`config.mk`:
```
export PLATFORM = sky130hd
export DESIGN_NAME = periph_bus_if
export DESIGN_NICKNAME = d
export VERILOG_FILES = /design/src/plbi_pkg.sv /design/src/byte_sizer.sv /design/src/periph_bus_if.sv
export VERILOG_INCLUDE_DIRS = /design/src
export SDC_FILE = /design/constraint.sdc
export NUM_CORES = 1
export LEC_CHECK = 0
export BUFFER_PORTS_ARGS = -buffer_cell sky130_fd_sc_hd__clkbuf_2
export CELL_PAD_IN_SITES_DETAIL_PLACEMENT = 2
export CELL_PAD_IN_SITES_GLOBAL_PLACEMENT = 2
export CORE_MARGIN = 8
export CORE_UTILIZATION = 32
export DETAILED_ROUTE_END_ITERATION = 6
export HOLD_SLACK_MARGIN = 0.12
export PLACE_DENSITY = 0.78
export SETUP_SLACK_MARGIN = 0.4
export SYNTH_ARGS = -nofsm -noshare
export SYNTH_HDL_FRONTEND = slang
export SYNTH_HIERARCHICAL = 1
export SYNTH_SLANG_ARGS = --single-unit
```
`constraint.sdc`:
```
create_clock -name i_ref_clk -period 5.9 [get_ports i_ref_clk]
set_clock_uncertainty 0.15 [all_clocks]
set_input_delay 1.18 -clock i_ref_clk [delete_from_list [all_inputs] [get_ports i_ref_clk]]
set_output_delay 1.18 -clock i_ref_clk [all_outputs]
set_load 0.005 [all_outputs]
```
`src/plbi_consts.svh`:
```
`ifndef PLBI_CONSTS_SVH
`define PLBI_CONSTS_SVH

// byte cycle lengths in bus clocks
`define BYTE_FAST_CYC 4'h5
`define BYTE_SLOW_CYC 4'h9
// boot alias watchdog, bus clocks after transfer start
`define BOOT_WAIT_CYC 6'h20

// address windows
`define RAM_BASE 32'hFFFC0000
`define RAM_MASK 32'hFFFF0000
`define ROM_BASE 32'hFFA00000
`define ROM_MASK 32'hFFFE0000
`define ALIAS_BASE 32'h00000000
`define ALIAS_MASK 32'hFFFE0000
`define SCSI_BASE 32'hFFF47000
`define SCSI_MASK 32'hFFFFF000
`define MEMC_BASE 32'hFFF43000
`define MEMC_MASK 32'hFFFFFF00
`define PORT_BASE 32'hFFF46000
`define PORT_MASK 32'hFFFFFFFC
`define ATTN_BASE 32'hFFF46004
`define ATTN_MASK 32'hFFFFFFFC

// lan master attributes
`define LAN_TT 2'h0
`define LAN_TM 3'h5

// register indices
`define REG_GEN_CTRL 4'h0
`define REG_LAN_ICR 4'h1
`define REG_LANERR_ICR 4'h2
`define REG_SCSI_ICR 4'h3
`define REG_MASK_LVL 4'h4
`define REG_VEC_BASE 4'h5

// general control fields
`define GC_RAM_FAST 0
`define GC_ROM_FAST 1
`define GC_ALIAS 2
`define GC_DIRECT 3
// interrupt control fields
`define ICR_EN 3
`define ICR_STAT 7
// vector codes
`define VEC_LAN 3'h1
`define VEC_LANERR 3'h2
`define VEC_SCSI 3'h3

`endif

```
`src/plbi_pkg.sv`:
```
package plbi_pkg;

    typedef struct packed {
        logic [31:0] addr;
        logic [31:0] wdata;
        logic read;
        logic [1:0] size;
    } lb_req_t;

    typedef struct packed {
        logic [1:0] snoop;
        logic en;
        logic [2:0] level;
    } irq_ctl_t;

    typedef enum logic [1:0] {
        ST_IDLE = 2'b00,
        ST_SIZE = 2'b01,
        ST_WATCH = 2'b10
    } bus_state_t;

endpackage

```
`src/byte_sizer.sv`:
```
`timescale 1ns/1ps
`default_nettype none
`include "plbi_consts.svh"

module byte_sizer
(
    // clock and reset
    input wire logic i_ref_clk,
    input wire logic i_rst,
    // request
    input wire logic i_start,
    input wire plbi_pkg::lb_req_t i_req,
    input wire logic i_slow,
    // byte device
    output logic o_strobe,
    output logic [1:0] o_lane,
    output logic [7:0] o_wbyte,
    input wire logic [7:0] i_rbyte,
    // completion
    output logic o_done,
    output logic [31:0] o_rdata
);

logic busy_q;
logic [1:0] lane_q;
logic [1:0] left_q;
logic [3:0] cyc_q;
logic [3:0] limit_q;
logic [31:0] wdata_q;
logic [7:0] wbyte_q;
logic done_q;
logic [31:0] rdata_q;

// long words and lines start at lane 0; a line is cut to one long word
wire logic multi = (i_req.size == 2'h0) || (i_req.size == 2'h3);
wire logic [1:0] first_lane = multi ? 2'h0 : i_req.addr[1:0];
wire logic [1:0] count_m1 = multi ? 2'h3 : ((i_req.size == 2'h2) ? 2'h1 : 2'h0);
wire logic last_cyc = (cyc_q == limit_q - 4'h1);
wire logic [1:0] next_lane = lane_q + 2'h1;

function automatic logic [7:0] pick(input logic [31:0] w, input logic [1:0] l);
    pick = w[8'(31 - 8 * l) -: 8];
endfunction

always_ff @(posedge i_ref_clk or posedge i_rst)
begin
    if (i_rst)
    begin
        busy_q <= 1'b0;
        lane_q <= 2'h0;
        left_q <= 2'h0;
        cyc_q <= 4'h0;
        limit_q <= `BYTE_FAST_CYC;
        wdata_q <= 32'h00000000;
        wbyte_q <= 8'h00;
        done_q <= 1'b0;
        rdata_q <= 32'h00000000;
    end
    else
    begin
        done_q <= 1'b0;
        if (i_start && !busy_q)
        begin
            busy_q <= 1'b1;
            lane_q <= first_lane;
            left_q <= count_m1;
            cyc_q <= 4'h0;
            limit_q <= i_slow ? `BYTE_SLOW_CYC : `BYTE_FAST_CYC;
            wdata_q <= i_req.wdata;
            wbyte_q <= pick(i_req.wdata, first_lane);
            rdata_q <= 32'h00000000;
        end
        else if (busy_q)
        begin
            cyc_q <= cyc_q + 4'h1;
            if (last_cyc)
            begin
                rdata_q[8'(31 - 8 * lane_q) -: 8] <= i_rbyte;
                cyc_q <= 4'h0;
                if (left_q == 2'h0)
                begin
                    busy_q <= 1'b0;
                    done_q <= 1'b1;
                end
                else
                begin
                    lane_q <= next_lane;
                    left_q <= left_q - 2'h1;
                    wbyte_q <= pick(wdata_q, next_lane);
                end
            end
        end
    end
end

assign o_strobe = busy_q;
assign o_lane = lane_q;
assign o_wbyte = wbyte_q;
assign o_done = done_q;
assign o_rdata = rdata_q;

endmodule
`default_nettype wire

```
`src/periph_bus_if.sv`:
```
`timescale 1ns/1ps
`default_nettype none
`include "plbi_consts.svh"

module periph_bus_if
(
    // clock and reset
    input wire logic i_ref_clk,
    input wire logic i_rst,
    // local bus slave
    input wire logic i_transfer_start_n,
    input wire plbi_pkg::lb_req_t i_lb_req,
    input wire logic i_transfer_ack_n,
    input wire logic i_transfer_error_ack_n,
    output logic o_transfer_ack_n,
    output logic o_transfer_ack_oe,
    output logic [31:0] o_lb_rdata,
    output logic o_lb_rdata_oe,
    // byte wide devices
    output logic o_battery_backed_ram_cs,
    output logic o_download_rom_cs,
    output logic [16:0] o_byte_addr,
    output logic o_byte_write,
    output logic [7:0] o_byte_wdata,
    input wire logic [7:0] i_byte_rdata,
    // peripheral selects
    output logic o_scsi_sel,
    output logic o_memc_sel,
    output logic o_lan_port_write,
    output logic o_lan_port_lower,
    output logic o_lan_chan_attn,
    // lan coprocessor as bus master
    input wire logic i_lan_owns_bus,
    input wire logic i_lan_int,
    input wire logic i_lan_port_reset,
    input wire logic i_lan_error_policy_pin,
    input wire logic i_lan_error_policy_oe,
    output logic [1:0] o_snoop_control,
    output logic [1:0] o_transfer_type,
    output logic [2:0] o_transfer_modifier,
    output logic o_lan_attr_oe,
    output logic o_lan_holdoff_n,
    // interrupts
    input wire logic i_scsi_irq_n,
    input wire logic [2:0] i_encoded_level_n,
    output logic [2:0] o_encoded_level_outputs_n,
    output logic o_encoded_level_oe,
    output logic o_int,
    input wire logic i_iack,
    input wire logic [2:0] i_iack_level,
    output logic [7:0] o_iack_vector,
    output logic o_iack_valid,
    // register port
    input wire logic [3:0] i_reg_addr,
    input wire logic [31:0] i_reg_wdata,
    input wire logic i_reg_wr,
    input wire logic i_reg_rd,
    output logic [31:0] o_reg_rdata
);

function automatic logic hit(input logic [31:0] a, input logic [31:0] base, input logic [31:0] mask);
    hit = ((a & mask) == base);
endfunction

function automatic logic [2:0] max3(input logic [2:0] a, input logic [2:0] b);
    max3 = (a > b) ? a : b;
endfunction

////////////////////////////////////////////////////////////////////////////////

plbi_pkg::bus_state_t state_q;
plbi_pkg::lb_req_t req_q;
logic [3:0] gen_ctrl_q;
plbi_pkg::irq_ctl_t lan_icr_q;
plbi_pkg::irq_ctl_t err_icr_q;
plbi_pkg::irq_ctl_t scsi_icr_q;
logic err_stat_q;
logic [2:0] mask_q;
logic [7:0] vec_base_q;
logic boot_pend_q;
logic [5:0] watch_q;
logic rom_sel_q;
logic ta_n_q;
logic ta_oe_q;
logic [31:0] rdata_q;
logic rdata_oe_q;
logic scsi_sel_q;
logic memc_sel_q;
logic port_wr_q;
logic port_lo_q;
logic attn_q;
logic holdoff_q;
logic [1:0] snoop_q;
logic attr_oe_q;
logic [2:0] enc_n_q;
logic enc_oe_q;
logic int_q;
logic [7:0] vec_q;
logic vec_valid_q;
logic [31:0] reg_rdata_q;

wire logic alias_on = gen_ctrl_q[`GC_ALIAS];
wire logic direct = gen_ctrl_q[`GC_DIRECT];

////////////////////////////////////////////////////////////////////////////////
// address decode of a new transfer

wire logic ts = !i_transfer_start_n;
wire logic [31:0] a = i_lb_req.addr;
wire logic hit_ram = hit(a, `RAM_BASE, `RAM_MASK);
wire logic hit_rom = hit(a, `ROM_BASE, `ROM_MASK) || (alias_on && hit(a, `ALIAS_BASE, `ALIAS_MASK));
wire logic hit_port = hit(a, `PORT_BASE, `PORT_MASK) && !i_lb_req.read;
wire logic hit_attn = hit(a, `ATTN_BASE, `ATTN_MASK);
wire logic hit_scsi = hit(a, `SCSI_BASE, `SCSI_MASK);
wire logic hit_memc = hit(a, `MEMC_BASE, `MEMC_MASK);
wire logic hit_mem = hit_ram || hit_rom;
wire logic idle_ts = (state_q == plbi_pkg::ST_IDLE) && ts && !i_lan_owns_bus;
wire logic bus_answer = !i_transfer_ack_n || !i_transfer_error_ack_n;
wire logic rescue = (state_q == plbi_pkg::ST_WATCH) && !bus_answer
                    && (watch_q == `BOOT_WAIT_CYC - 6'h1);

////////////////////////////////////////////////////////////////////////////////
// byte sizing engine

wire logic sz_start = (idle_ts && hit_mem) || rescue;
wire plbi_pkg::lb_req_t sz_req = rescue ? req_q : i_lb_req;
wire logic sz_rom = rescue || (hit_rom && !hit_ram);
wire logic sz_slow = sz_rom ? !gen_ctrl_q[`GC_ROM_FAST] : !gen_ctrl_q[`GC_RAM_FAST];
logic sz_strobe;
logic [1:0] sz_lane;
logic [7:0] sz_wbyte;
logic sz_done;
logic [31:0] sz_rdata;

byte_sizer u_sizer
(
    .i_ref_clk(i_ref_clk),
    .i_rst(i_rst),
    .i_start(sz_start),
    .i_req(sz_req),
    .i_slow(sz_slow),
    .o_strobe(sz_strobe),
    .o_lane(sz_lane),
    .o_wbyte(sz_wbyte),
    .i_rbyte(i_byte_rdata),
    .o_done(sz_done),
    .o_rdata(sz_rdata)
);

assign o_battery_backed_ram_cs = sz_strobe && !rom_sel_q;
assign o_download_rom_cs = sz_strobe && rom_sel_q;
assign o_byte_addr = {req_q.addr[16:2], sz_lane};
assign o_byte_write = sz_strobe && !req_q.read;
assign o_byte_wdata = sz_wbyte;

////////////////////////////////////////////////////////////////////////////////
// lan coprocessor bus error handling

wire logic lan_err = i_lan_owns_bus && !i_transfer_error_ack_n && i_transfer_ack_n;
// policy pin counts as low only when actively driven low
wire logic policy_low = i_lan_error_policy_oe && !i_lan_error_policy_pin;
wire logic lan_ta = lan_err && policy_low;

////////////////////////////////////////////////////////////////////////////////
// transfer sequencing

always_ff @(posedge i_ref_clk or posedge i_rst)
begin
    if (i_rst)
    begin
        state_q <= plbi_pkg::ST_IDLE;
        req_q <= '0;
        rom_sel_q <= 1'b0;
        boot_pend_q <= 1'b1;
        watch_q <= 6'h00;
    end
    else
    begin
        watch_q <= watch_q + 6'h01;
        if (sz_start)
        begin
            rom_sel_q <= sz_rom;
        end
        unique case (state_q)
            plbi_pkg::ST_IDLE:
            begin
                if (idle_ts)
                begin
                    req_q <= i_lb_req;
                    boot_pend_q <= 1'b0;
                    watch_q <= 6'h00;
                    if (hit_mem)
                    begin
                        state_q <= plbi_pkg::ST_SIZE;
                    end
                    else if (boot_pend_q)
                    begin
                        state_q <= plbi_pkg::ST_WATCH;
                    end
                end
            end
            plbi_pkg::ST_SIZE:
            begin
                if (sz_done)
                begin
                    state_q <= plbi_pkg::ST_IDLE;
                end
            end
            plbi_pkg::ST_WATCH:
            begin
                if (bus_answer)
                begin
                    state_q <= plbi_pkg::ST_IDLE;
                end
                else if (rescue)
                begin
                    state_q <= plbi_pkg::ST_SIZE;
                end
            end
            default:
            begin
                state_q <= plbi_pkg::ST_IDLE;
            end
        endcase
    end
end

// acknowledge and read data, one cycle each
wire logic ack_now = sz_done || lan_ta || (idle_ts && (hit_port || hit_attn));
always_ff @(posedge i_ref_clk or posedge i_rst)
begin
    if (i_rst)
    begin
        ta_n_q <= 1'b1;
        ta_oe_q <= 1'b0;
        rdata_q <= 32'h00000000;
        rdata_oe_q <= 1'b0;
    end
    else
    begin
        ta_n_q <= !ack_now;
        ta_oe_q <= ack_now;
        rdata_q <= sz_done ? sz_rdata : 32'h00000000;
        rdata_oe_q <= sz_done && req_q.read;
    end
end

////////////////////////////////////////////////////////////////////////////////
// selects, port and attention strobes, lan master attributes

always_ff @(posedge i_ref_clk or posedge i_rst)
begin
    if (i_rst)
    begin
        scsi_sel_q <= 1'b0;
        memc_sel_q <= 1'b0;
        port_wr_q <= 1'b0;
        port_lo_q <= 1'b0;
        attn_q <= 1'b0;
        holdoff_q <= 1'b0;
        snoop_q <= 2'h0;
        attr_oe_q <= 1'b0;
    end
    else
    begin
        // selects stand from transfer start until the cycle is answered
        scsi_sel_q <= (scsi_sel_q && !bus_answer) || (idle_ts && hit_scsi);
        memc_sel_q <= (memc_sel_q && !bus_answer) || (idle_ts && hit_memc);
        port_wr_q <= idle_ts && hit_port;
        port_lo_q <= idle_ts && hit_port && a[1];
        attn_q <= idle_ts && hit_attn;
        // a new error wins over a port reset in the same cycle
        holdoff_q <= (lan_err && !policy_low) || (holdoff_q && !i_lan_port_reset);
        snoop_q <= lan_icr_q.snoop;
        attr_oe_q <= i_lan_owns_bus;
    end
end

////////////////////////////////////////////////////////////////////////////////
// interrupt routing

wire logic lan_req = i_lan_int && lan_icr_q.en;
wire logic scsi_req = !i_scsi_irq_n && scsi_icr_q.en;
wire logic err_req = err_stat_q && err_icr_q.en;
wire logic [2:0] lvl_lan = lan_req ? lan_icr_q.level : 3'h0;
wire logic [2:0] lvl_err = err_req ? err_icr_q.level : 3'h0;
wire logic [2:0] lvl_scsi = scsi_req ? scsi_icr_q.level : 3'h0;
wire logic [2:0] lvl_int = max3(max3(lvl_lan, lvl_err), lvl_scsi);
wire logic [2:0] lvl_all = max3(lvl_int, ~i_encoded_level_n);
// vector follows the highest pending source at the acknowledged level
wire logic [2:0] iack_code = (lan_req && lan_icr_q.level == i_iack_level) ? `VEC_LAN :
                             (err_req && err_icr_q.level == i_iack_level) ? `VEC_LANERR :
                             `VEC_SCSI;

always_ff @(posedge i_ref_clk or posedge i_rst)
begin
    if (i_rst)
    begin
        enc_n_q <= 3'h7;
        enc_oe_q <= 1'b0;
        int_q <= 1'b0;
        vec_q <= 8'h00;
        vec_valid_q <= 1'b0;
    end
    else
    begin
        enc_n_q <= direct ? ~lvl_int : 3'h7;
        enc_oe_q <= direct;
        int_q <= !direct && (lvl_all > mask_q);
        vec_q <= i_iack ? {vec_base_q[7:3], iack_code} : 8'h00;
        vec_valid_q <= i_iack;
    end
end

////////////////////////////////////////////////////////////////////////////////
// register port

wire logic wr_gc = i_reg_wr && (i_reg_addr == `REG_GEN_CTRL);
wire logic wr_err = i_reg_wr && (i_reg_addr == `REG_LANERR_ICR);
// software write of zero clears the alias; the hardware set wins
wire logic alias_d = rescue || (wr_gc ? i_reg_wdata[`GC_ALIAS] : alias_on);
wire logic err_clr = wr_err && i_reg_wdata[`ICR_STAT];

always_ff @(posedge i_ref_clk or posedge i_rst)
begin
    if (i_rst)
    begin
        gen_ctrl_q <= 4'h0;
        lan_icr_q <= '0;
        err_icr_q <= '0;
        scsi_icr_q <= '0;
        err_stat_q <= 1'b0;
        mask_q <= 3'h0;
        vec_base_q <= 8'h00;
        reg_rdata_q <= 32'h00000000;
    end
    else
    begin
        gen_ctrl_q[`GC_ALIAS] <= alias_d;
        if (wr_gc)
        begin
            gen_ctrl_q[`GC_RAM_FAST] <= i_reg_wdata[`GC_RAM_FAST];
            gen_ctrl_q[`GC_ROM_FAST] <= i_reg_wdata[`GC_ROM_FAST];
            gen_ctrl_q[`GC_DIRECT] <= i_reg_wdata[`GC_DIRECT];
        end
        if (i_reg_wr && i_reg_addr == `REG_LAN_ICR)
        begin
            lan_icr_q <= i_reg_wdata[5:0];
        end
        if (wr_err)
        begin
            err_icr_q <= {2'h0, i_reg_wdata[3:0]};
        end
        if (i_reg_wr && i_reg_addr == `REG_SCSI_ICR)
        begin
            scsi_icr_q <= {2'h0, i_reg_wdata[3:0]};
        end
        if (i_reg_wr && i_reg_addr == `REG_MASK_LVL)
        begin
            mask_q <= i_reg_wdata[2:0];
        end
        if (i_reg_wr && i_reg_addr == `REG_VEC_BASE)
        begin
            vec_base_q <= i_reg_wdata[7:0];
        end
        err_stat_q <= lan_err || (err_stat_q && !err_clr);
        if (i_reg_rd)
        begin
            unique case (i_reg_addr)
                `REG_GEN_CTRL: reg_rdata_q <= {28'h0000000, gen_ctrl_q};
                `REG_LAN_ICR: reg_rdata_q <= {24'h000000, lan_req, 1'b0, lan_icr_q};
                `REG_LANERR_ICR: reg_rdata_q <= {24'h000000, err_stat_q, 1'b0, err_icr_q};
                `REG_SCSI_ICR: reg_rdata_q <= {24'h000000, scsi_req, 1'b0, scsi_icr_q};
                `REG_MASK_LVL: reg_rdata_q <= {29'h00000000, mask_q};
                `REG_VEC_BASE: reg_rdata_q <= {24'h000000, vec_base_q};
                default: reg_rdata_q <= 32'h00000000;
            endcase
        end
        else
        begin
            reg_rdata_q <= 32'h00000000;
        end
    end
end

////////////////////////////////////////////////////////////////////////////////
// outputs

assign o_transfer_ack_n = ta_n_q;
assign o_transfer_ack_oe = ta_oe_q;
assign o_lb_rdata = rdata_q;
assign o_lb_rdata_oe = rdata_oe_q;
assign o_scsi_sel = scsi_sel_q;
assign o_memc_sel = memc_sel_q;
assign o_lan_port_write = port_wr_q;
assign o_lan_port_lower = port_lo_q;
assign o_lan_chan_attn = attn_q;
assign o_snoop_control = snoop_q;
assign o_transfer_type = `LAN_TT;
assign o_transfer_modifier = `LAN_TM;
assign o_lan_attr_oe = attr_oe_q;
assign o_lan_holdoff_n = !holdoff_q;
assign o_encoded_level_outputs_n = enc_n_q;
assign o_encoded_level_oe = enc_oe_q;
assign o_int = int_q;
assign o_iack_vector = vec_q;
assign o_iack_valid = vec_valid_q;
assign o_reg_rdata = reg_rdata_q;

endmodule
`default_nettype wire

```
# == After elaboration in Yosys (flattened, before gate mapping) ==
# Index checks and enable logic that the tools add are counted.
# totals
reg_bits,268
inputBits,131
out_inout_bits,123
wordCells,232
# op_classes
addsub,9
order_cmp,4
eq_ne,24
shifts,4
mux,56
bitwise_logic,2
n_reduce_logical,86
# ops
cell,count
$mux W32,5
$shiftx A39 B9 Y8,2
$eq A30 B30 Y1 const B,2
$pmux W8 S6,1
$logic_and A1 B1 Y1,41
$mux W8,5
$shift A8 B10 Y39 const A,1
$shiftx A8 B10 Y39,1
$mux W37,1
$mux W2,17
$bwmux W32,1
$logic_not A32 Y1,1
$eq A24 B24 Y1 const B,1
$mux W3,7
$eq A20 B20 Y1 const B,1
$logic_not A1 Y1,20
$sub A5 B5 Y6 const A,3
$eq A16 B16 Y1 const B,1
$mux W4,4
$eq A15 B15 Y1 const B,1
$logic_or A1 B1 Y1,14
$gt A3 B3 Y1,4
$mux W1,12
$mux W6,2
other kinds (25),37

# == Depth between registers and ports, before layout ==
# Gate-level depths: netlist (run 1).
# logic_depth
ltp_word,12
ltp_mapped,22
depth_no_buf,22

# == Modules after synthesis ==
# Netlist (run 1), hierarchy kept.
# modules_own_cells
module,instances,cells_per_inst,area_per_inst_um2,seq_area_each_um2
periph_bus_if,1,652,8246.7,4310.4
byte_sizer,1,430,4131.5,2103.3

# == Worst setup path before layout (run 1) ==
# No wires, ideal clock.
# synth_timing
kind,input to register
startpoint,in i_lan_int
endpoint,reg int_q (netlist: o_int)
setup_time_ps,99
t_arrival_ps,4777
required_ps,5651
setup_slack_ps,874
cell_stages,20
n_path_buf,0
path_cell_list,nand3_1 > inv_1 > ha_1 > and3_1 > a21oi_1 > mux2_2 > ha_1 > a32o_1 > o21ai_0 > inv_1 > ha_1 > a21o_1 > a21oi_1 > a31oi_1 > mux2_2 > ha_1 > inv_1 > a21o_1 > a21oi_1 > a311oi_1
# synth_between
elab_chain_cells,10
# synth_rtl
item,line_no,rtl
start: declaration,periph_bus_if.sv:34,"input wire logic i_lan_int,"
$logic_and A1 B1 Y1 (*),periph_bus_if.sv:282,wire logic lan_req = i_lan_int && lan_icr_q.en;
$mux W3 (*),periph_bus_if.sv:285,wire logic [2:0] lvl_lan = lan_req ? lan_icr_q.level : 3'h0;
$gt A3 B3 Y1,periph_bus_if.sv:66,max3 = (a > b) ? a : b;
$mux W3 (*),periph_bus_if.sv:66,
$gt A3 B3 Y1,periph_bus_if.sv:66,
$mux W3 (*),periph_bus_if.sv:66,
$gt A3 B3 Y1,periph_bus_if.sv:66,
$mux W3 (*),periph_bus_if.sv:66,
$gt A3 B3 Y1 (*),periph_bus_if.sv:309,int_q <= !direct && (lvl_all > mask_q);
$logic_and A1 B1 Y1 (*),periph_bus_if.sv:309,
end signal: assignment,periph_bus_if.sv:309,
end: declaration,periph_bus_if.sv:97,logic int_q;
# Mark *: on every way between the ends. The rest lies on a longest branch, timed or not.
# A chain may end at the register's enable or synchronous reset.

# == Final worst setup path (run 1) ==
# Same ends and word-level chain as after synthesis.

==> results of run 1 <==
==> power by group <==
group,switching [uW],internal [uW]
combinational,308,281
sequential,97.2,1790
clock,698,1040
total,1100,3120
==> per-stage QoR <==
stage          util, %  cell area [sq um]
3_3_place_gp      35.8              12700
6_report          38.4              13600
4_1_cts           38.4              13600
5_1_grt           38.4              13600
3_5_place_dp      35.8              12700
2_1_floorplan        -              11600
==> registers in the layout (all words and copies together) (netlist names), 6 cells and up <==
| name | count |
|---|---|
| u_sizer/o_rdata | 32 |
| u_sizer/o_wbyte | 8 |
| o_lb_rdata | 32 |
| o_reg_rdata | 8 |
| u_sizer/wdata_q | 32 |
| o_byte_addr | 15 |
| vec_base_q | 8 |
| lan_icr_q | 6 |
| o_iack_vector | 7 |
| watch_q | 6 |
| req_q | 37 |
==> cells in the final DEF, fill, tap and decap left out, types with 7 or more instances in the layout <==
cell and instances:
conb_1 30, xor2_1 8, o32ai_1 8, mux2_2 123, o21ai_0 21, a21oi_1 59, mux4_2 9, ha_1 21
nor2b_1 11, and2_1 43, dfrtp_1 235, mux2i_1 19, a211oi_1 8, nor2_1 23, clkbuf_8 8, clkbuf_16 29
clkbuf_2 199, nand3_1 51, clkbuf_1 7, buf_4 10, inv_1 29, nand2b_1 39, nand2_1 123
==> worst max-delay path: cells and delay by family <==
family / cells / cell delay [ps]
AO/OA/AOI/OAI: 9 / 1680
adder cells (fa/ha/maj): 4 / 970
buffers and inverters: 4 / 330
multiplexers: 2 / 770
AND/OR/NAND/NOR: 3 / 460
==> area by class of cell <==
class / count / area, sq um / share of cell area (%)
Timing Repair Buffer: 209 / 1070 / 7.87
Sequential cell: 241 / 6040 / 44.4
Clock buffer: 44 / 862 / 6.34
Inverter: 31 / 121 / 0.892
Clock inverter: 9 / 78.8 / 0.579
Multi-Input combinational cell: 677 / 4850 / 35.7
Tap cell: 461 / 577 / 4.24
==> path summary, 6_finish.rpt <==
| kind | startpoint | to | cells past startpoint |
|---|---|---|---|
| setup reg to reg | lan_icr_q[3] | o_int | 21 |
| max in group asynchronous | i_rst | o_lan_chan_attn | 3 |
| min in group asynchronous | i_rst | u_sizer/o_rdata[21] | 2 |
| hold / removal | lan_icr_q[4] | o_snoop_control[0] | 0 |
| setup / recovery | i_lan_int | o_int | 22 |
| hold reg to reg | lan_icr_q[4] | o_snoop_control[0] | 0 |
==> routing by layer <==
| layer | vias up | share of wire, % |
|---|---|---|
| met4 | 0 | 2.2 |
| met2 | 161 | 51 |
| li1 | 3769 | - |
| met5 | - | 0 |
| met1 | 4148 | 43 |
| met3 | 44 | 4.2 |
==> impl_metrics.py, run 1 <==
metrics = {
    "yosys": {
        "synth_cells": 1017,
        "syn_area_per_cell_sq_um": 11.3,
        "yosys_warnings": 6,
        "syn_area_sq_um": 11500,
    },
    "layout": {
        "nFillCells": 3782,
        "layout.nets": 1341,
        "antennaDiodeCount": 0,
        "syn2layout_area_growth_pct": 18.6,
        "drive_gt1_share_pct": 33.7,
        "fin_cells": 1672,
    },
    "floorplanning": {
        "dieWidth_um": 205,
        "ios": 254,
        "die_y_um": 205,
        "die_area_sq_um": 42100,
        "core_sq_um": 35400,
        "rows": 69,
        "initial_utilization_pct": 32.4,
    },
    "detailed_routing": {
        "drc_errors": 0,
        "wl_per_cell_um": 20.4,
        "dr.first_iter.drc_count": 205,
        "first_pass_iters": 4,
        "post_drt_via_cell_ratio": 4.86,
        "drtAntennaViolNets": 0,
        "routed_wl_um": 34100,
        "dr_total_vias": 8122,
    },
    "clock_tree": {
        "ctsRootBufferMaster": "clkbuf_16",
        "cts-hold-fix-buffers": 0,
        "path_clk_slew_ps": 60,
        "h-tree-depth": 1,
        "clk-insertion-delay-late_ps": 540,
        "cts_setup_buffers": 0,
        "cts_made_buffers": 29,
        "cts_tree": "done",
        "numClockSinks": 241,
        "clk_path_buf_depth": 3,
        "cts_resized": 0,
    },
    "global_routing": {
        "gr-total-overflow": 0,
        "grt_first_pass_wirelength_um": 54400,
        "grt_usage_pct": 16.1,
        "grt_max_degree": 64,
        "grtUsageMet3_pct": 2.79,
        "use_met2_pct": 28.9,
        "use_met1_pct": 19.8,
        "busiest_layer": "met2",
        "grt_pass1_vias": 9454,
        "antenna_found_initial": 0,
    },
    "outcome": {
        "status": "finished, final reports clean",
    },
    "sta": {
        "min_period_over_period_pct": 86.6,
        "hold_ws_ps": 255,
        "setup_slack_ps": 789,
        "drv_slew": 0,
        "worst_pin_slew_ps": 1210,
        "fin_crit_ps": 5110,
        "slew_headroom_pct": 19.3,
        "hold_viol": 0,
        "fin_setup_tns_ps": 0,
        "fmax_mhz": 196,
        "finalSetupViolations": 0,
        "rsz0062_at_grt": "no",
    },
    "place": {
        "dp_cells": 1619,
        "place_congestion": 0.727,
        "dpl.hpwl_um": 24800,
        "dp_slack_ps": 259,
        "io_buffers": 199,
    },
    "critical_path": {
        "crit_path_end_kind": "register",
        "crit_top_cell": "ha_1",
        "required_ps": 6190,
        "crit_path_start_kind": "input port",
        "crit_chain": "clkbuf_2, nand3_1, inv_1, ha_1, and3_1, a21oi_1, mux2_2, ha_1, nand3b_1, a32o_1, o21ai_0, inv_1, ha_1, a21o_1, a21oi_1, a31oi_1, mux2_2, ha_1, inv_1, a21o_1, a21oi_1, a311oi_1",
        "cpPeakStageDelay_ps": 390,
        "worst-setup-path-type": "input port to register",
        "rrSetupSlack_ps": 1040,
        "crit_slowest_cell": "mux2_2",
        "arrival_ps": 5400,
        "worstPathMaxFanout": 6,
    },
    "pwr": {
        "leakage_uw": 0.00642,
        "max-vdd-ir-drop_mv": 0.192,
        "power-per-cell-area_nw_per_um2": 310,
        "total_power_uw": 4220,
    },
    "flow_run": {
        "maxCapViolations": 0,
    },
    "min_path": {
        "hp-class": "register to register",
    },
}
No activity file was read; power rests on OpenSTA's default activity.
==> run 2, diff against run 1 <==
--- a/config.mk
+++ b/config.mk
@@ -6,16 +6,18 @@
 export SDC_FILE = /design/constraint.sdc
 export NUM_CORES = 1
 export LEC_CHECK = 0
+export ABC_AREA = 1
 export BUFFER_PORTS_ARGS = -buffer_cell sky130_fd_sc_hd__clkbuf_2
 export CELL_PAD_IN_SITES_DETAIL_PLACEMENT = 2
 export CELL_PAD_IN_SITES_GLOBAL_PLACEMENT = 2
 export CORE_MARGIN = 8
-export CORE_UTILIZATION = 32
+export CORE_UTILIZATION = 30
 export DETAILED_ROUTE_END_ITERATION = 6
 export HOLD_SLACK_MARGIN = 0.12
-export PLACE_DENSITY = 0.78
+export PLACE_DENSITY = 0.8
 export SETUP_SLACK_MARGIN = 0.4
 export SYNTH_ARGS = -nofsm -noshare
 export SYNTH_HDL_FRONTEND = slang
 export SYNTH_HIERARCHICAL = 1
 export SYNTH_SLANG_ARGS = --single-unit
+export TNS_END_PERCENT = 100
==> run 2 against run 1 <==
  * Area after synthesis rose by 8.7%
  * Critical path depth rose by 3
  * Utilization is 2.9 points lower
  * Global-route usage rose by 0.22 points
  * Combinational power up 28%
  * Synthesized cell count up 50%
  * Power up 12%
  * Sequential share of layout area fell by 2.8 points
  * Cell count is 34% higher
  * Count of clock-buffer cells in the layout rose by 4
  * First-iteration DRC count is 97% higher
  * Sequential power rose by 4%
==> impl_metrics.py, run 2 <==
metrics = {
    "clock_tree": {
        "cts_made_buffers": 30,
        "path_clk_slew_ps": 60,
        "cts-hold-fix-buffers": 0,
        "ctsRootBufferMaster": "clkbuf_16",
        "cts_setup_buffers": 0,
        "clk_path_buf_depth": 3,
        "h-tree-depth": 1,
        "numClockSinks": 241,
        "cts_resized": 0,
        "cts_tree": "done",
        "clk-insertion-delay-late_ps": 560,
    },
    "pwr": {
        "power-per-cell-area_nw_per_um2": 325,
        "combPwrFrac_pct": 16.0,
        "leakage_uw": 0.00787,
        "power_frac_seq_pct": 41.5,
        "max-vdd-ir-drop_mv": 0.152,
        "clockPowerShare_pct": 42.5,
        "switching_share_pct": 28.3,
        "intPower_uw": 3380,
        "switchingPower_uw": 1330,
    },
    "layout": {
        "largest-register": "req_q",
        "antennaDiodeCount": 0,
        "fin_cells": 2243,
        "layout_common_cells": "nand2_1 (457), dfrtp_1 (235), clkbuf_2 (199), inv_1 (195), o21ai_0 (133)",
        "syn2layout_area_growth_pct": 16.6,
        "drive_gt1_share_pct": 20.3,
        "largest_reg_flops": 37,
        "layout.nets": 1839,
        "final_common_cell": "nand2_1",
    },
    "sta": {
        "min_period_over_period_pct": 86.2,
        "setup_slack_ps": 812,
        "fin_setup_tns_ps": 0,
        "hold_viol": 0,
        "finalSetupViolations": 0,
        "rsz0062_at_grt": "no",
        "worst_pin_slew_ps": 1060,
        "drv_slew": 0,
        "fmax_mhz": 197,
        "slew_headroom_pct": 29.5,
        "hold_ws_ps": 265,
        "fin_crit_ps": 5090,
    },
    "floorplanning": {
        "die_y_um": 220,
        "die_area_sq_um": 48300,
        "core_sq_um": 40900,
        "ios": 254,
        "dieWidth_um": 220,
        "initial_utilization_pct": 30.4,
        "rows": 74,
    },
    "place": {
        "io_buffers": 199,
        "dp_slack_ps": 80.7,
        "dp_cells": 2187,
        "dpl.hpwl_um": 29300,
        "place_congestion": 0.791,
    },
    "critical_path": {
        "crit_path_start_kind": "input port",
        "required_ps": 6200,
        "crit_top_cell": "nand2_1",
        "crit_buf_inv": 5,
        "worst-setup-path-type": "input port to register",
        "crit_slowest_cell": "ha_1",
        "reg2reg_depth": 25,
        "worstPathMaxFanout": 6,
        "rrSetupSlack_ps": 960,
        "cpPeakStageDelay_ps": 330,
        "r2r_end": "o_int",
        "crit_path_end_kind": "register",
        "cp_top_family": "compound AO/OA/AOI/OAI gates",
        "arrival_ps": 5390,
        "crit_cells": 25,
        "r2r_start": "err_stat_q",
    },
    "detailed_routing": {
        "drc_errors": 0,
        "routed_wl_um": 39600,
        "first_pass_iters": 4,
        "drtAntennaViolNets": 0,
        "dr_total_vias": 10486,
        "post_drt_via_cell_ratio": 4.67,
        "dr.first_iter.drc_count": 404,
        "wl_per_cell_um": 17.6,
    },
    "global_routing": {
        "grt_pass1_vias": 11794,
        "grt_usage_pct": 16.3,
        "grt_first_pass_wirelength_um": 63700,
        "antenna_found_initial": 2,
        "gr-total-overflow": 0,
        "grt_max_degree": 123,
    },
    "min_path": {
        "hp-class": "register to register",
        "hold_depth": 0,
        "hp-start": "lan_icr_q[4]",
        "whs_endpoint": "o_snoop_control[0]",
    },
    "outcome": {
        "status": "finished, final reports clean",
    },
    "yosys": {
        "syn_area_sq_um": 12500,
        "synth_cells": 1530,
        "yosys_warnings": 6,
        "syn_area_per_cell_sq_um": 8.14,
    },
    "flow_run": {
        "maxCapViolations": 0,
    },
}
## run 2: power by group through the flow
stage | Clock [uW] | Combinational [uW] | Sequential (uW)
after floorplan | 0 | 544 | 1950
after global placement | 0 | 704 | 1970
after detailed placement | 0 | 761 | 1990
after CTS | 2070 | 769 | 1960
after global routing | 2130 | 868 | 1980
final | 2010 | 752 | 1960
## run 2: worst max path at each step
stage | start | to | slack (ps)
after floorplan | i_lan_int | o_int | 990
after global routing | i_lan_int | o_int | 430
after global placement | i_lan_int | o_int | 460
after detailed placement | i_lan_int | o_int | 80
after CTS | i_lan_int | o_int | 660
final | i_lan_int | o_int | 810
## run 2: layout make-up
| cell class | instances | area (sq um) |
|---|---|---|
| Clock inverter | 8 | 140 |
| Sequential cell | 241 | 6040 |
| Multi-Input combinational cell | 1000 | 4880 |
| Clock buffer | 48 | 950 |
| Tap cell | 532 | 666 |
| Timing Repair Buffer | 208 | 1080 |
| Fill cell | 4737 | 26400 |
| Inverter | 206 | 781 |
## run 2: through the flow
step                      power [uW]  util [%]  cell area, sq um
final                           4710      35.5             14500
after floorplan                 2490         -             12600
after global routing            4980      35.5             14500
after detailed placement        2750      32.8             13400
after global placement          2680      32.8             13400
after CTS                       4800      35.5             14500
## run 2: routing by layer
layer / GRT usage (%) / wire length (um)
met4: 4.15 / 743
met3: 2.98 / 1810
met5: 0 / 27
met1: 20.0 / 16900
met2: 29.1 / 20100
## run 2: worst register-to-register path, stage by stage, from the launching register on
cell and delay, ps:
dfrtp_1 380, nand2_1 100, inv_1 140, nand2_1 120
ha_1 350, a21oi_1 170, nand2_1 150, o21ai_0 320
ha_1 330, nand2_1 80, inv_1 40, a22oi_2 250
inv_1 160, o21a_1 220, ha_1 300, nand2_1 50
inv_1 70, nand2_1 50, a32oi_1 330, inv_1 140
nand2_1 90, nand2_1 70, ha_1 320, nand2_1 70
o21a_1 160, a311oi_1 230
==> run 3, diff against run 2 <==
--- a/config.mk
+++ b/config.mk
@@ -7,7 +7,7 @@
 export NUM_CORES = 1
 export LEC_CHECK = 0
 export ABC_AREA = 1
-export BUFFER_PORTS_ARGS = -buffer_cell sky130_fd_sc_hd__clkbuf_2
+export BUFFER_PORTS_ARGS = -buffer_cell sky130_fd_sc_hd__buf_2
 export CELL_PAD_IN_SITES_DETAIL_PLACEMENT = 2
 export CELL_PAD_IN_SITES_GLOBAL_PLACEMENT = 2
 export CORE_MARGIN = 8
==> run 3 against run 2 <==
  * Die area unchanged
  * First-iteration DRC count decreased by 12%
  * Non-clock buffer count unchanged
  * Sequential power about the same
  * Cell count increased by 0.13%
  * Largest power group is now sequential cells
  * Highest routed layer unchanged
==> impl_metrics.py, run 3 (same netlist as run 2, synthesis figures left out) <==
metrics = {
    "sta": {
        "setup_slack_ps": 820,
        "drv_slew": 0,
        "worst_pin_slew_ps": 1130,
        "fmax_mhz": 197,
        "min_period_over_period_pct": 86.1,
        "finalSetupViolations": 0,
        "rsz0062_at_grt": "no",
        "fin_setup_tns_ps": 0,
        "hold_viol": 0,
        "fin_crit_ps": 5080,
        "slew_headroom_pct": 24.9,
    },
    "detailed_routing": {
        "wl_per_cell_um": 18.0,
        "routed_wl_um": 40500,
        "drc_errors": 0,
        "first_pass_iters": 4,
        "drtAntennaViolNets": 0,
        "dr_total_vias": 10627,
        "post_drt_via_cell_ratio": 4.73,
        "dr.first_iter.drc_count": 357,
    },
    "floorplanning": {
        "initial_utilization_pct": 30.4,
        "die_y_um": 220,
        "ios": 254,
        "die_area_sq_um": 48300,
        "rows": 74,
        "core_sq_um": 40900,
        "dieWidth_um": 220,
    },
    "outcome": {
        "status": "finished, final reports clean",
    },
    "critical_path": {
        "cp_top_family": "compound AO/OA/AOI/OAI gates",
        "rrSetupSlack_ps": 930,
        "crit_buf_inv": 5,
        "r2r_end": "o_int",
        "worst-setup-path-type": "input port to register",
        "crit_path_start_kind": "input port",
        "reg2reg_depth": 25,
        "worstPathMaxFanout": 6,
        "cpPeakStageDelay_ps": 330,
        "crit_path_end_kind": "register",
        "arrival_ps": 5400,
        "crit_top_cell": "nand2_1",
        "r2r_start": "err_icr_q[3]",
        "required_ps": 6220,
        "crit_slowest_cell": "o21ai_0",
    },
    "global_routing": {
        "gr-total-overflow": 0,
        "grt_first_pass_wirelength_um": 65800,
        "antenna_found_initial": 6,
        "grt_pass1_vias": 12367,
        "grt_usage_pct": 16.8,
        "grt_max_degree": 123,
    },
    "min_path": {
        "whs_endpoint": "o_snoop_control[0]",
        "hp-class": "register to register",
        "hp-start": "lan_icr_q[4]",
        "hold_depth": 0,
    },
    "layout": {
        "regArea_sq_um": 6040,
        "drive_gt1_share_pct": 20.3,
        "finalInstanceArea_sq_um": 14400,
        "layout.nets": 1839,
        "final_common_cell": "nand2_1",
        "nFillCells": 4823,
        "layout_common_cells": "nand2_1 (457), dfrtp_1 (235), buf_2 (199), inv_1 (195), o21ai_0 (133)",
        "largest_reg_flops": 37,
        "largest-register": "req_q",
        "fin_cells": 2246,
        "syn2layout_area_growth_pct": 16.0,
        "multiInputGateArea_sq_um": 4880,
    },
    "pwr": {
        "combPwrFrac_pct": 16.6,
        "switchingPower_uw": 1360,
        "power_frac_seq_pct": 42.5,
        "intPower_uw": 3230,
        "clockPowerShare_pct": 40.9,
        "total_power_uw": 4590,
        "max-vdd-ir-drop_mv": 0.157,
        "power-per-cell-area_nw_per_um2": 318,
        "switching_share_pct": 29.7,
        "leakage_uw": 0.00786,
    },
    "place": {
        "dpl.hpwl_um": 29700,
        "dp_slack_ps": 121,
        "place_congestion": 0.796,
        "io_buffers": 199,
        "dp_cells": 2187,
        "place_area_sq_um": 13400,
    },
    "clock_tree": {
        "cts_made_buffers": 30,
        "clk-insertion-delay-late_ps": 570,
        "h-tree-depth": 1,
        "path_clk_slew_ps": 60,
        "clk_path_buf_depth": 3,
        "ctsRootBufferMaster": "clkbuf_16",
        "cts-hold-fix-buffers": 0,
        "cts_setup_buffers": 0,
        "cts_tree": "done",
        "numClockSinks": 241,
    },
    "flow_run": {
        "maxCapViolations": 0,
    },
}
==> run 3: cell types whose count changed in the layout (fill, tap and decap cells not counted), sizes merged <==
cell	previous run	this run
clkbuf	247	40
buf	9	208
clkinv	5	12
diode	0	3
bufinv	4	3
clkinvlp	1	2
inv	204	205
==> run 3: how the worst max path moves through the flow <==
stage	from	endpoint	slack (ps)	depth (start not counted)
floorplan	i_lan_int	o_int	990	24
global placement	i_lan_int	o_int	470	25
detailed placement	i_lan_int	o_int	120	25
CTS	i_lan_int	o_int	720	25
global route	i_lan_int	o_int	440	25
finish	i_lan_int	o_int	820	25
==> run 3: worst register-to-register path, cell delays in order, from the launching register on <==
cell,delay [ps]
dfrtp_1,390
nand2_1,100
inv_1,150
nand2_1,130
ha_1,360
a21oi_1,150
nand2_1,140
o21ai_0,330
ha_1,330
nand2_1,80
inv_1,50
a22oi_2,260
inv_1,150
o21a_1,210
ha_1,300
nand2_1,60
inv_1,80
nand2_1,60
a32oi_1,330
inv_1,130
nand2_1,90
nand2_1,60
ha_1,320
nand2_1,60
o21a_1,160
a311oi_1,230
==> run 3: cell type report <==
| cell class | instances | share of cell area, % |
|---|---|---|
| Tap cell | 532 | 4.61 |
| Clock buffer | 40 | 5.73 |
| Timing Repair Buffer | 208 | 7.45 |
| Sequential cell | 241 | 41.8 |
| Clock inverter | 16 | 1.22 |
| Inverter | 206 | 5.40 |
| Multi-Input combinational cell | 1000 | 33.7 |
| Antenna cell | 3 | 0.0520 |
==> run 3: power by group through the flow <==
stage	clock network, uW	registers [uW]	logic (uW)
6_report	1880	1950	761
5_1_grt	2000	1980	880
4_1_cts	1950	1960	777
3_5_place_dp	0	1980	767
3_3_place_gp	0	1970	705
2_1_floorplan	0	1950	544
==> run 3: routing by layer <==
metal | track usage [%] | part of all wire (%)
met1 | 19.9 | 41
met2 | 30.4 | 51
met3 | 3.47 | 4.6
met4 | 4.75 | 2.5
met5 | 0 | 0.096
==> run 3: timing repair <==
item                                   CTS  global route
setup endpoints to repair                0             1
endpoints found under the hold margin    0             0
resized for setup                        0             1
==> run 3: through the flow <==
| stage | hold slack, ps | util (%) |
|---|---|---|
| CTS | 284 | 35.3 |
| finish | 281 | 35.3 |
| floorplan | 224 | - |
| global route | 284 | 35.3 |
| detailed placement | 271 | 32.8 |
| global placement | 241 | 32.8 |
